[config.mk]
export PLATFORM = sky130hd
export DESIGN_NAME = swp_sector_protect
export DESIGN_NICKNAME = d
export VERILOG_FILES = /design/src/pkg/swp_pkg.sv /design/src/hdl/swp_sector_protect.sv
export SDC_FILE = /design/constraint.sdc
export NUM_CORES = 1
export LEC_CHECK = 0
export BUFFER_PORTS_ARGS = -buffer_cell sky130_fd_sc_hd__buf_2
export CORE_MARGIN = 3
export CORE_UTILIZATION = 56
export DETAILED_ROUTE_END_ITERATION = 8
export PLACE_DENSITY = 0.79
export RECOVER_POWER = 100
export SYNTH_ARGS = -nofsm -noshare
export SYNTH_HDL_FRONTEND = slang
export SYNTH_SLANG_ARGS = --single-unit
[constraint.sdc]
create_clock -name pclk -period 3.31 [get_ports pclk]
set_input_delay 0.1655 -clock pclk [delete_from_list [all_inputs] [get_ports pclk]]
set_output_delay 0.1655 -clock pclk [all_outputs]
set_load 0.01 [all_outputs]
[src/pkg/swp_pkg.sv]
// swp_pkg: constants, types and the register map of the sector write protection block
package swp_pkg;
   localparam int unsigned NUM_GROUPS     = 32;
   localparam int unsigned GRP_W          = 5;
   localparam int unsigned ADDR_W         = 20;
   localparam int unsigned PW_W           = 64;
   // register byte offsets
   localparam logic [7:0]  OFS_CMD        = 8'h00;
   localparam logic [7:0]  OFS_ADDR       = 8'h04;
   localparam logic [7:0]  OFS_PWD_LO     = 8'h08;
   localparam logic [7:0]  OFS_PWD_HI     = 8'h0c;
   localparam logic [7:0]  OFS_STATUS     = 8'h10;
   localparam logic [7:0]  OFS_DYN        = 8'h14;
   localparam logic [7:0]  OFS_PERS       = 8'h18;
   localparam logic [7:0]  OFS_PROT       = 8'h1c;
   localparam logic [7:0]  OFS_PWRD_LO    = 8'h20;
   localparam logic [7:0]  OFS_PWRD_HI    = 8'h24;
   // command register fields
   localparam int unsigned CMD_OP_LSB     = 0;
   localparam int unsigned CMD_GRP_LSB    = 8;
   // status register bit positions
   localparam int unsigned ST_BUSY        = 0;
   localparam int unsigned ST_POLL        = 1;
   localparam int unsigned ST_DENIED      = 2;
   localparam int unsigned ST_TIMEOUT     = 3;
   localparam int unsigned ST_LOCK        = 4;
   localparam int unsigned ST_PW_MODE     = 5;
   localparam int unsigned ST_PW_LOCK     = 6;
   localparam int unsigned ST_STAT_RD     = 7;
   localparam int unsigned ST_PU_INH      = 8;
   localparam int unsigned ST_PEND        = 9;
   // reset values
   localparam logic [PW_W-1:0]       PW_RESET   = 64'hffff_ffff_ffff_ffff;
   localparam logic [NUM_GROUPS-1:0] BITS_RESET = 32'h0000_0000;
   // address map of sector groups
   localparam logic [ADDR_W-1:0] BOOT_END     = 20'h10000;
   localparam logic [GRP_W-1:0]  MAIN_GRP_OFS = 5'h07;
   localparam logic [GRP_W-1:0]  WP_GRP_A     = 5'h00;
   localparam logic [GRP_W-1:0]  WP_GRP_B     = 5'h01;
   // timing
   localparam int unsigned CLK_PERIOD_NS  = 10;
   localparam int unsigned PW_CHECK_NS    = 2000;
   localparam int unsigned PROG_POLL_NS   = 1000;
   localparam int unsigned ERASE_POLL_NS  = 50000;
   localparam int unsigned PW_CHECK_CYC   = (PW_CHECK_NS + CLK_PERIOD_NS - 1) / CLK_PERIOD_NS;
   localparam int unsigned PROG_POLL_CYC  = PROG_POLL_NS / CLK_PERIOD_NS;
   localparam int unsigned ERASE_POLL_CYC = ERASE_POLL_NS / CLK_PERIOD_NS;
   localparam int unsigned CNT_W          = 13;
   // pin vector positions
   localparam int unsigned PIN_CE = 0;
   localparam int unsigned PIN_WE = 1;
   localparam int unsigned PIN_OE = 2;
   localparam int unsigned PIN_WP = 3;
   localparam int unsigned PIN_RS = 4;
   localparam int unsigned NPINS  = 5;

   typedef enum logic [3:0] {
      OP_NONE      = 4'h0,
      OP_DYN_SET   = 4'h1,
      OP_DYN_CLR   = 4'h2,
      OP_PERS_PROG = 4'h3,
      OP_PERS_ERA  = 4'h4,
      OP_LOCK_SET  = 4'h5,
      OP_PW_UNLOCK = 4'h6,
      OP_PW_PROG   = 4'h7,
      OP_PW_MLOCK  = 4'h8,
      OP_PROGRAM   = 4'h9,
      OP_ERASE     = 4'ha,
      OP_RD_RESET  = 4'hf
   } swp_op_t;

   typedef enum logic [3:0] {
      ST_IDLE  = 4'b0001,
      ST_PWCHK = 4'b0010,
      ST_DENY  = 4'b0100,
      ST_PWPRG = 4'b1000
   } swp_state_t;

   typedef struct packed {
      logic              grant;
      logic              erase;
      logic [GRP_W-1:0]  grp;
   } swp_grant_t;

   typedef struct packed {
      logic [NPINS-1:0]       s1;
      logic [NPINS-1:0]       s2;
      logic                   we_q;
      logic                   pu_inh;
      swp_state_t             state;
      logic [CNT_W-1:0]       cnt;
      swp_op_t                op;
      logic [GRP_W-1:0]       cgrp;
      logic                   pend;
      logic [ADDR_W-1:0]      addr;
      logic [PW_W-1:0]        pwd_in;
      logic [PW_W-1:0]        pw;
      logic [NUM_GROUPS-1:0]  dyn;
      logic [NUM_GROUPS-1:0]  pers;
      logic                   lock;
      logic                   pw_mode;
      logic                   pw_lock;
      logic                   stat_rd;
      logic                   denied;
      logic                   tmo;
      swp_grant_t             gnt;
      logic [31:0]            prdata;
      logic                   pready;
      logic                   pslverr;
   } swp_regs_t;
endpackage : swp_pkg

[src/hdl/swp_sector_protect.sv]
// swp_sector_protect: sector group write protection with apb register access
//
// Functional notes
// - one volatile dynamic bit per group
// - dynamic bit matters only if persistent bit 0
// - set protects, clear unprotects, repeatable
// - dynamic bits cleared on power-up and reset
// - lock and persistent bits come up cleared
// - unprotected only when both bits zero
// - lock refuses persistent changes, not dynamic
// - outside password mode only reset clears lock
// - password mode sets lock after reset
// - exact password match clears lock
// - password programming only clears bits, else timeout
// - password programming forces status reads until read-reset
// - password mode lock hides and freezes password
// - two microsecond delay per password check
// - write-protect low guards two boot sectors
// - write-protect high follows protection bits
// - power-up resets to idle, inhibits early writes (here the inhibit ends on the first clock after presetn)
// - write cycle needs ce, we low, oe high
// - protected target: no change, poll then idle
// - lock one freezes persistent bits
//
// Our own choices: register access over APB and the register offsets.
`timescale 1ns/1ns
`default_nettype none
module swp_sector_protect #(
   parameter int unsigned ERASE_POLL = swp_pkg::ERASE_POLL_CYC
) (
   input  wire logic                           pclk,
   input  wire logic                           presetn,
   input  wire logic                           psel,
   input  wire logic                           penable,
   input  wire logic                           pwrite,
   input  wire logic [7:0]                     paddr,
   input  wire logic [31:0]                    pwdata,
   output var  logic [31:0]                    prdata,
   output var  logic                           pready,
   output var  logic                           pslverr,
   input  wire logic                           ce_n,
   input  wire logic                           we_n,
   input  wire logic                           oe_n,
   input  wire logic                           wp_n,
   input  wire logic                           reset_pin_n,
   output var  logic                           op_grant,
   output var  logic                           op_erase,
   output var  logic [swp_pkg::GRP_W-1:0]      op_group,
   output var  logic                           status_poll,
   output var  logic                           status_read_mode
);
   import swp_pkg::*;

   localparam logic [CNT_W-1:0] CHK_CNT  = CNT_W'(PW_CHECK_CYC - 1);
   localparam logic [CNT_W-1:0] PRG_CNT  = CNT_W'(PROG_POLL_CYC - 1);
   localparam logic [CNT_W-1:0] ERA_CNT  = CNT_W'(ERASE_POLL - 1);

   swp_regs_t r;
   swp_regs_t next_r;
   logic [NPINS-1:0] pins;

   assign pins = {reset_pin_n, wp_n, oe_n, we_n, ce_n};

   // address to sector group: eight 8-kbyte boot groups, then 64-kbyte groups
   function automatic logic [GRP_W-1:0] addr_to_group(input logic [ADDR_W-1:0] a);
      logic [GRP_W-1:0] g;
      g = '0;
      if (a < BOOT_END) begin
         g = {2'b00, a[15:13]};
      end else begin
         g = {1'b0, a[19:16]} + MAIN_GRP_OFS;
      end
      return g;
   endfunction : addr_to_group

   function automatic logic is_boot_wp(input logic [GRP_W-1:0] g);
      return (g == WP_GRP_A) || (g == WP_GRP_B);
   endfunction : is_boot_wp

   function automatic logic [NUM_GROUPS-1:0] prot_vec(input swp_regs_t s);
      logic [NUM_GROUPS-1:0] v;
      v = s.pers | s.dyn;
      if (!s.s2[PIN_WP]) begin
         v[WP_GRP_A] = 1'b1;
         v[WP_GRP_B] = 1'b1;
      end
      return v;
   endfunction : prot_vec

   function automatic logic is_mapped(input logic [7:0] a);
      logic m;
      m = 1'b0;
      case (a)
         OFS_CMD, OFS_ADDR, OFS_PWD_LO, OFS_PWD_HI, OFS_STATUS,
         OFS_DYN, OFS_PERS, OFS_PROT, OFS_PWRD_LO, OFS_PWRD_HI: m = 1'b1;
         default: m = 1'b0;
      endcase
      return m;
   endfunction : is_mapped

   always_comb begin
      logic              wcyc;
      logic              ce_ok;
      logic              rst_lo;
      logic [31:0]       rd;
      logic [GRP_W-1:0]  tg;
      logic [NUM_GROUPS-1:0] pv;
      next_r = r;
      pv     = '0;
      wcyc   = 1'b0;
      ce_ok  = 1'b0;
      rst_lo = 1'b0;
      rd     = '0;
      tg     = '0;

      // pin synchronisers
      next_r.s1       = pins;
      next_r.s2       = r.s1;
      next_r.we_q     = r.s2[PIN_WE];
      next_r.gnt.grant = 1'b0;

      // we rising edge ends a write cycle; ce low and oe high qualify it
      ce_ok = !r.s2[PIN_CE] && r.s2[PIN_OE];
      wcyc  = ce_ok && r.s2[PIN_WE] && !r.we_q;
      // power-up inhibit ends on the first cycle without ce_ok, we low and reset pin low together
      if (r.pu_inh && !(ce_ok && !r.s2[PIN_WE] && !r.s2[PIN_RS])) begin
         next_r.pu_inh = 1'b0;
      end
      if (r.pu_inh) begin
         wcyc = 1'b0;
      end

      // apb register access, one wait state
      if (psel && penable && !r.pready) begin
         next_r.pready  = 1'b1;
         next_r.pslverr = !is_mapped(paddr);
         case (paddr)
            OFS_CMD:    rd = {19'h0, r.cgrp, 4'h0, r.op};
            OFS_ADDR:   rd = {12'h0, r.addr};
            OFS_STATUS: begin
               rd[ST_BUSY]    = (r.state != ST_IDLE);
               rd[ST_POLL]    = (r.state != ST_IDLE);
               rd[ST_DENIED]  = r.denied;
               rd[ST_TIMEOUT] = r.tmo;
               rd[ST_LOCK]    = r.lock;
               rd[ST_PW_MODE] = r.pw_mode;
               rd[ST_PW_LOCK] = r.pw_lock;
               rd[ST_STAT_RD] = r.stat_rd;
               rd[ST_PU_INH]  = r.pu_inh;
               rd[ST_PEND]    = r.pend;
            end
            OFS_DYN:    rd = r.dyn;
            OFS_PERS:   rd = r.pers;
            OFS_PROT:   rd = prot_vec(r);
            OFS_PWRD_LO: rd = r.pw_lock ? 32'h0 : r.pw[31:0];
            OFS_PWRD_HI: rd = r.pw_lock ? 32'h0 : r.pw[63:32];
            default:    rd = '0;
         endcase
         next_r.prdata = rd;
      end else if (psel && penable && r.pready) begin
         next_r.pready  = 1'b0;
         next_r.pslverr = 1'b0;
         if (pwrite) begin
            case (paddr)
               OFS_CMD: begin
                  next_r.op   = swp_op_t'(pwdata[CMD_OP_LSB +: 4]);
                  next_r.cgrp = pwdata[CMD_GRP_LSB +: GRP_W];
                  next_r.pend = 1'b1;
               end
               OFS_ADDR:   next_r.addr = pwdata[ADDR_W-1:0];
               OFS_PWD_LO: next_r.pwd_in[31:0] = pwdata;
               OFS_PWD_HI: next_r.pwd_in[63:32] = pwdata;
               default: ;
            endcase
         end
      end

      // command engine
      case (r.state)
         ST_IDLE: begin
            if (wcyc && r.pend) begin
               next_r.pend   = 1'b0;
               next_r.denied = 1'b0;
               next_r.tmo    = 1'b0;
               case (r.op)
                  OP_DYN_SET: next_r.dyn[r.cgrp] = 1'b1;
                  OP_DYN_CLR: next_r.dyn[r.cgrp] = 1'b0;
                  OP_PERS_PROG: begin
                     if (r.lock) begin
                        next_r.tmo = 1'b1;
                     end else begin
                        next_r.pers[r.cgrp] = 1'b1;
                     end
                  end
                  OP_PERS_ERA: begin
                     if (r.lock) begin
                        next_r.tmo = 1'b1;
                     end else begin
                        next_r.pers = BITS_RESET;
                     end
                  end
                  OP_LOCK_SET: next_r.lock = 1'b1;
                  OP_PW_UNLOCK: begin
                     // unlock by software exists only in password mode
                     if (r.pw_mode) begin
                        next_r.state = ST_PWCHK;
                        next_r.cnt   = CHK_CNT;
                     end
                  end
                  OP_PW_PROG: begin
                     if (r.pw_lock) begin
                        next_r.tmo = 1'b1;
                     end else begin
                        next_r.state   = ST_PWPRG;
                        next_r.cnt     = PRG_CNT;
                        next_r.stat_rd = 1'b1;
                     end
                  end
                  OP_PW_MLOCK: begin
                     next_r.pw_mode = 1'b1;
                     next_r.pw_lock = 1'b1;
                  end
                  OP_PROGRAM, OP_ERASE: begin
                     tg = addr_to_group(r.addr);
                     pv = prot_vec(r);
                     if (pv[tg]) begin
                        next_r.denied = 1'b1;
                        next_r.state  = ST_DENY;
                        next_r.cnt    = (r.op == OP_ERASE) ? ERA_CNT : PRG_CNT;
                     end else begin
                        next_r.gnt.grant = 1'b1;
                        next_r.gnt.erase = (r.op == OP_ERASE);
                        next_r.gnt.grp   = tg;
                     end
                  end
                  OP_RD_RESET: next_r.stat_rd = 1'b0;
                  default: ;
               endcase
            end
         end
         ST_PWCHK: begin
            // the fixed wait slows exhaustive guessing
            if (r.cnt == '0) begin
               next_r.state = ST_IDLE;
               if (r.pwd_in == r.pw) begin
                  next_r.lock = 1'b0;
               end
            end else begin
               next_r.cnt = r.cnt - 1'b1;
            end
         end
         ST_PWPRG: begin
            if (r.cnt == '0) begin
               next_r.state = ST_IDLE;
               next_r.pw    = r.pw & r.pwd_in;
               next_r.tmo   = |(~r.pw & r.pwd_in);
            end else begin
               next_r.cnt = r.cnt - 1'b1;
            end
         end
         ST_DENY: begin
            if (r.cnt == '0) begin
               next_r.state = ST_IDLE;
            end else begin
               next_r.cnt = r.cnt - 1'b1;
            end
         end
         default: next_r.state = ST_IDLE;
      endcase

      // hardware reset pin clears dynamic bits, engine, pending command and status mode; lock loads pw_mode
      rst_lo = !r.s2[PIN_RS];
      if (rst_lo) begin
         next_r.dyn     = BITS_RESET;
         next_r.lock    = r.pw_mode;
         next_r.state   = ST_IDLE;
         next_r.cnt     = '0;
         next_r.pend    = 1'b0;
         next_r.stat_rd = 1'b0;
         next_r.gnt.grant = 1'b0;
      end
   end

   always_ff @(posedge pclk or negedge presetn) begin
      if (!presetn) begin
         // power-up: persistent bits, lock, mode as delivered
         r         <= '0;
         r.s1      <= 5'h1f;
         r.s2      <= 5'h1f;
         r.we_q    <= 1'b1;
         r.pu_inh  <= 1'b1;
         r.state   <= ST_IDLE;
         r.op      <= OP_NONE;
         r.pw      <= PW_RESET;
         r.dyn     <= BITS_RESET;
         r.pers    <= BITS_RESET;
      end else begin
         r <= next_r;
      end
   end

   assign prdata           = r.prdata;
   assign pready           = r.pready;
   assign pslverr          = r.pslverr;
   assign op_grant         = r.gnt.grant;
   assign op_erase         = r.gnt.erase;
   assign op_group         = r.gnt.grp;
   assign status_poll      = (r.state != ST_IDLE) ? 1'b1 : 1'b0;
   assign status_read_mode = r.stat_rd;
endmodule : swp_sector_protect
`default_nettype wire

==> impl_metrics.csv <==
group,metric,value,unit
job,drv_cap,2,
critical_path,worstPathMaxFanout,17,
logic_synthesis,synth_nets,1665,
floorplan,initial_core_util,0.570,
place,place_ws,-0.192,ns
timing,worst_slack,0.183,ns
critical_path,arrival,3.52,ns
critical_path,start_kind,"flop",
routing,drc_errors,0,
timing,slew_viol_final,130,
finish,mostFrequentLayoutCells,"dfrtp_1, mux2_2, ha_1",
clock_tree,root_buffer,"clkbuf_16",
global_routing,grt_pass1_wl,70600,um
logic_synthesis,synthAdderAreaFrac,0.102,
floorplan,die_y,175,um
power_and_ir_drop,vdd_drop_max,0.405,mV
timing,clock_skew,0.0143,ns
finish,utilization,0.650,
power_and_ir_drop,p_sw,1.80,mW
finish,syn_to_final_growth,14.0,%
logic_synthesis,synth_top_family_by_area,"compound AO/OA/AOI/OAI gates",
finish,drive_gt1_frac,0.256,
critical_path,critical_path.startpoint,"r[256]$_DFFE_PN0P_",
logic_synthesis,synthMuxAreaShare,0.123,
power_and_ir_drop,pwr-share-comb,0.045,
critical_path,critPathRequiredTime,3.71,ns
timing,tightest_slew,2.48,ns
timing,hold_viol_final,0,
logic_synthesis,ys_ff_latch,297,
logic_synthesis,synth_compound_area_frac,0.131,
critical_path,rr_startpoint,"r[256]$_DFFE_PN0P_",
logic_synthesis,syn_area,15900,um^2
finish,design_area,18200,um^2
routing,routed_wl,44800,um
run_status,status,"finished with violations",
clock_tree,insertion_delay,0.53,ns
power_and_ir_drop,leakage,8.69,nW
clock_tree,cts-htree-levels,2,
finish,final_nets,1761,
power_and_ir_drop,intPower,6.03,mW
power_and_ir_drop,seq_power_share,0.471,
routing,drt_iter0_drc,1777,
hold_path,hp-class,"input pin to flop",
floorplan,core,27900,um^2
timing,timing.final.crit_share,0.945,
logic_synthesis,async_flop_share,1.00,
clock_tree,cts.sinks,297,
place,port_buffers,92,
timing,whs,0.0437,ns
clock_tree,clockBufferDepth,3,
place,dpl_cell_area,16700,um^2
routing,post_drt_via_cell_ratio,6.26,
logic_synthesis,synth_top_area_frac,0.346,
finish,num_antenna_cells,0,
place,gp_congestion,0.953,
finish,instances_no_fill,1985,
hold_path,hold_path_startpoint,"pwdata[16]",
global_routing,grt_max_degree,94,
timing,finalSetupTns,0,ns
routing,ant_nets,0,
power_and_ir_drop,total_power,7.83,mW
global_routing,overflow,0,
power_and_ir_drop,sw_frac_of_total,0.229,
clock_tree,cts_buffers,34,
floorplan,ios,93,
run_status,violations,"max-capacitance violations, max-slew violations",
place,dp_hpwl,31100,um
routing,wl_per_cell,22.5,um
floorplan,dieWidth,175,um
clock_tree,clk_pin_slew,0.06,ns
timing,setup_violations,0,
global_routing,grt_usage,0.293,
logic_synthesis,synthTopCellsByArea,"dfrtp_1, dfstp_2, mux2_2",
floorplan,die_area,30500,um^2
logic_synthesis,yosysUniqueCellTypes,66,
routing,vias,12400,
routing,firstDrtPassIters,9,
global_routing,grt_pass1_vias,12500,
logic_synthesis,yosys.area_share.simple,0.113,
timing,fmax,0.320,GHz
logic_synthesis,yosysSeqAreaShare,0.473,
timing,finalCriticalPeriod,3.13,ns
power_and_ir_drop,power_density,431,nW/um^2
logic_synthesis,ys_warn_count,0,
floorplan,placementRows,61,
logic_synthesis,synthCells,1485,
logic_synthesis,synth_top_cell_by_area,"dfrtp_1",
critical_path,path_class,"flop to flop",
timing,maxSlewHeadroom,-0.656,
global_routing,antenna_found_initial,1,
logic_synthesis,synth-edff-count,0,
place,dp.cells,1885,
logic_synthesis,synth-xor-area-share,0.000550,
clock_tree,cts_tree,"yes",
logic_synthesis,synth_area_per_cell,10.7,um^2
critical_path,cp-end-kind,"flop",
power_and_ir_drop,power_frac_clock,0.484,
logic_synthesis,synthFlopType,"dfrtp_1",
finish,final_common_cell,"dfrtp_1",
timing repair:
action | in CTS | in global routing
setup buffers | 0 | 1
resized for setup | 2 | 3
hold buffers | 36 | 1
endpoints found under the setup margin | 14 | 13
endpoints found under the hold margin | 170 | 1
pin swaps | 0 | 0
final cells by class:
type	instances	area, um^2
fillers	2189	9780
clock buffers	48	983
multi-input cells	985	7530
clock inverters	14	144
flip-flops and latches	297	7530
inverters	81	304
well taps	378	473
repair buffers	182	1190
power groups by stage:
stage	clock network [mW]	logic, mW	registers, mW
global route	3.99	0.391	3.69
detailed placement	0	0.322	3.75
floorplan	0	0.122	3.74
finish	3.79	0.354	3.69
global placement	0	0.316	3.75
CTS	3.82	0.357	3.68
flip-flops by register name, summed over array words and instances (netlist names):
name              flops
op_erase              1
op_grant              1
r                   249
pready                1
op_group              5
prdata               32
status_read_mode      1
next_r                6
pslverr               1
cell families after synthesis:
kind of cell / after synthesis
muxes: 173
adders and majority gates: 130
DFF: 297
and+or+nand+nor: 358
buffers and inverters: 203
AOI/OAI and AO/OA: 323
xor gates and xnor gates: 1
worst max-delay path, cell delays in order, from the launching register on:
cell	delay (ns)
dfrtp_1	0.38
inv_2	0.08
ha_4	0.15
or4b_4	0.47
o21a_4	0.19
or3_1	0.32
a32o_1	0.26
o311ai_2	0.24
buf_4	0.17
nand4b_4	0.11
nor4_4	0.16
buf_6	0.17
mux2_4	0.30
synthesized netlist by cell type (all sizes together) (10+ instances only):
| cell type | count |
|---|---|
| a21oi | 97 |
| a222oi | 25 |
| a22o | 21 |
| a22oi | 26 |
| and2 | 10 |
| buf | 47 |
| clkbuf | 75 |
| dfrtp | 220 |
| dfstp | 77 |
| ha | 130 |
| inv | 81 |
| mux2 | 169 |
| nand2 | 87 |
| nand2b | 11 |
| nand4 | 23 |
| nor2 | 106 |
| nor3 | 21 |
| nor4 | 32 |
| o211ai | 11 |
| o21ai | 84 |
| or3 | 17 |
layer usage:
layer,wire length [um],track usage
met5,15,0
met4,1800,0.105
met3,3730,0.0682
met2,21300,0.477
met1,17900,0.385
path summary, 6_finish.rpt:
check,to,depth (start not counted),slack (ns)
setup / recovery,op_group[3]$_DFFE_PN0P_,12,0.18
hold / removal,r[191]$_DFFE_PN0P_,2,0.04
setup reg to reg,op_group[3]$_DFFE_PN0P_,12,0.18
hold reg to reg,r[292]$_DFF_PN1_,0,0.36
max in group asynchronous,r[181]$_DFFE_PN0P_,3,0.68
min in group asynchronous,r[269]$_DFFE_PN0P_,2,0.97
Note: power is estimated with default switching activity, not from simulation.
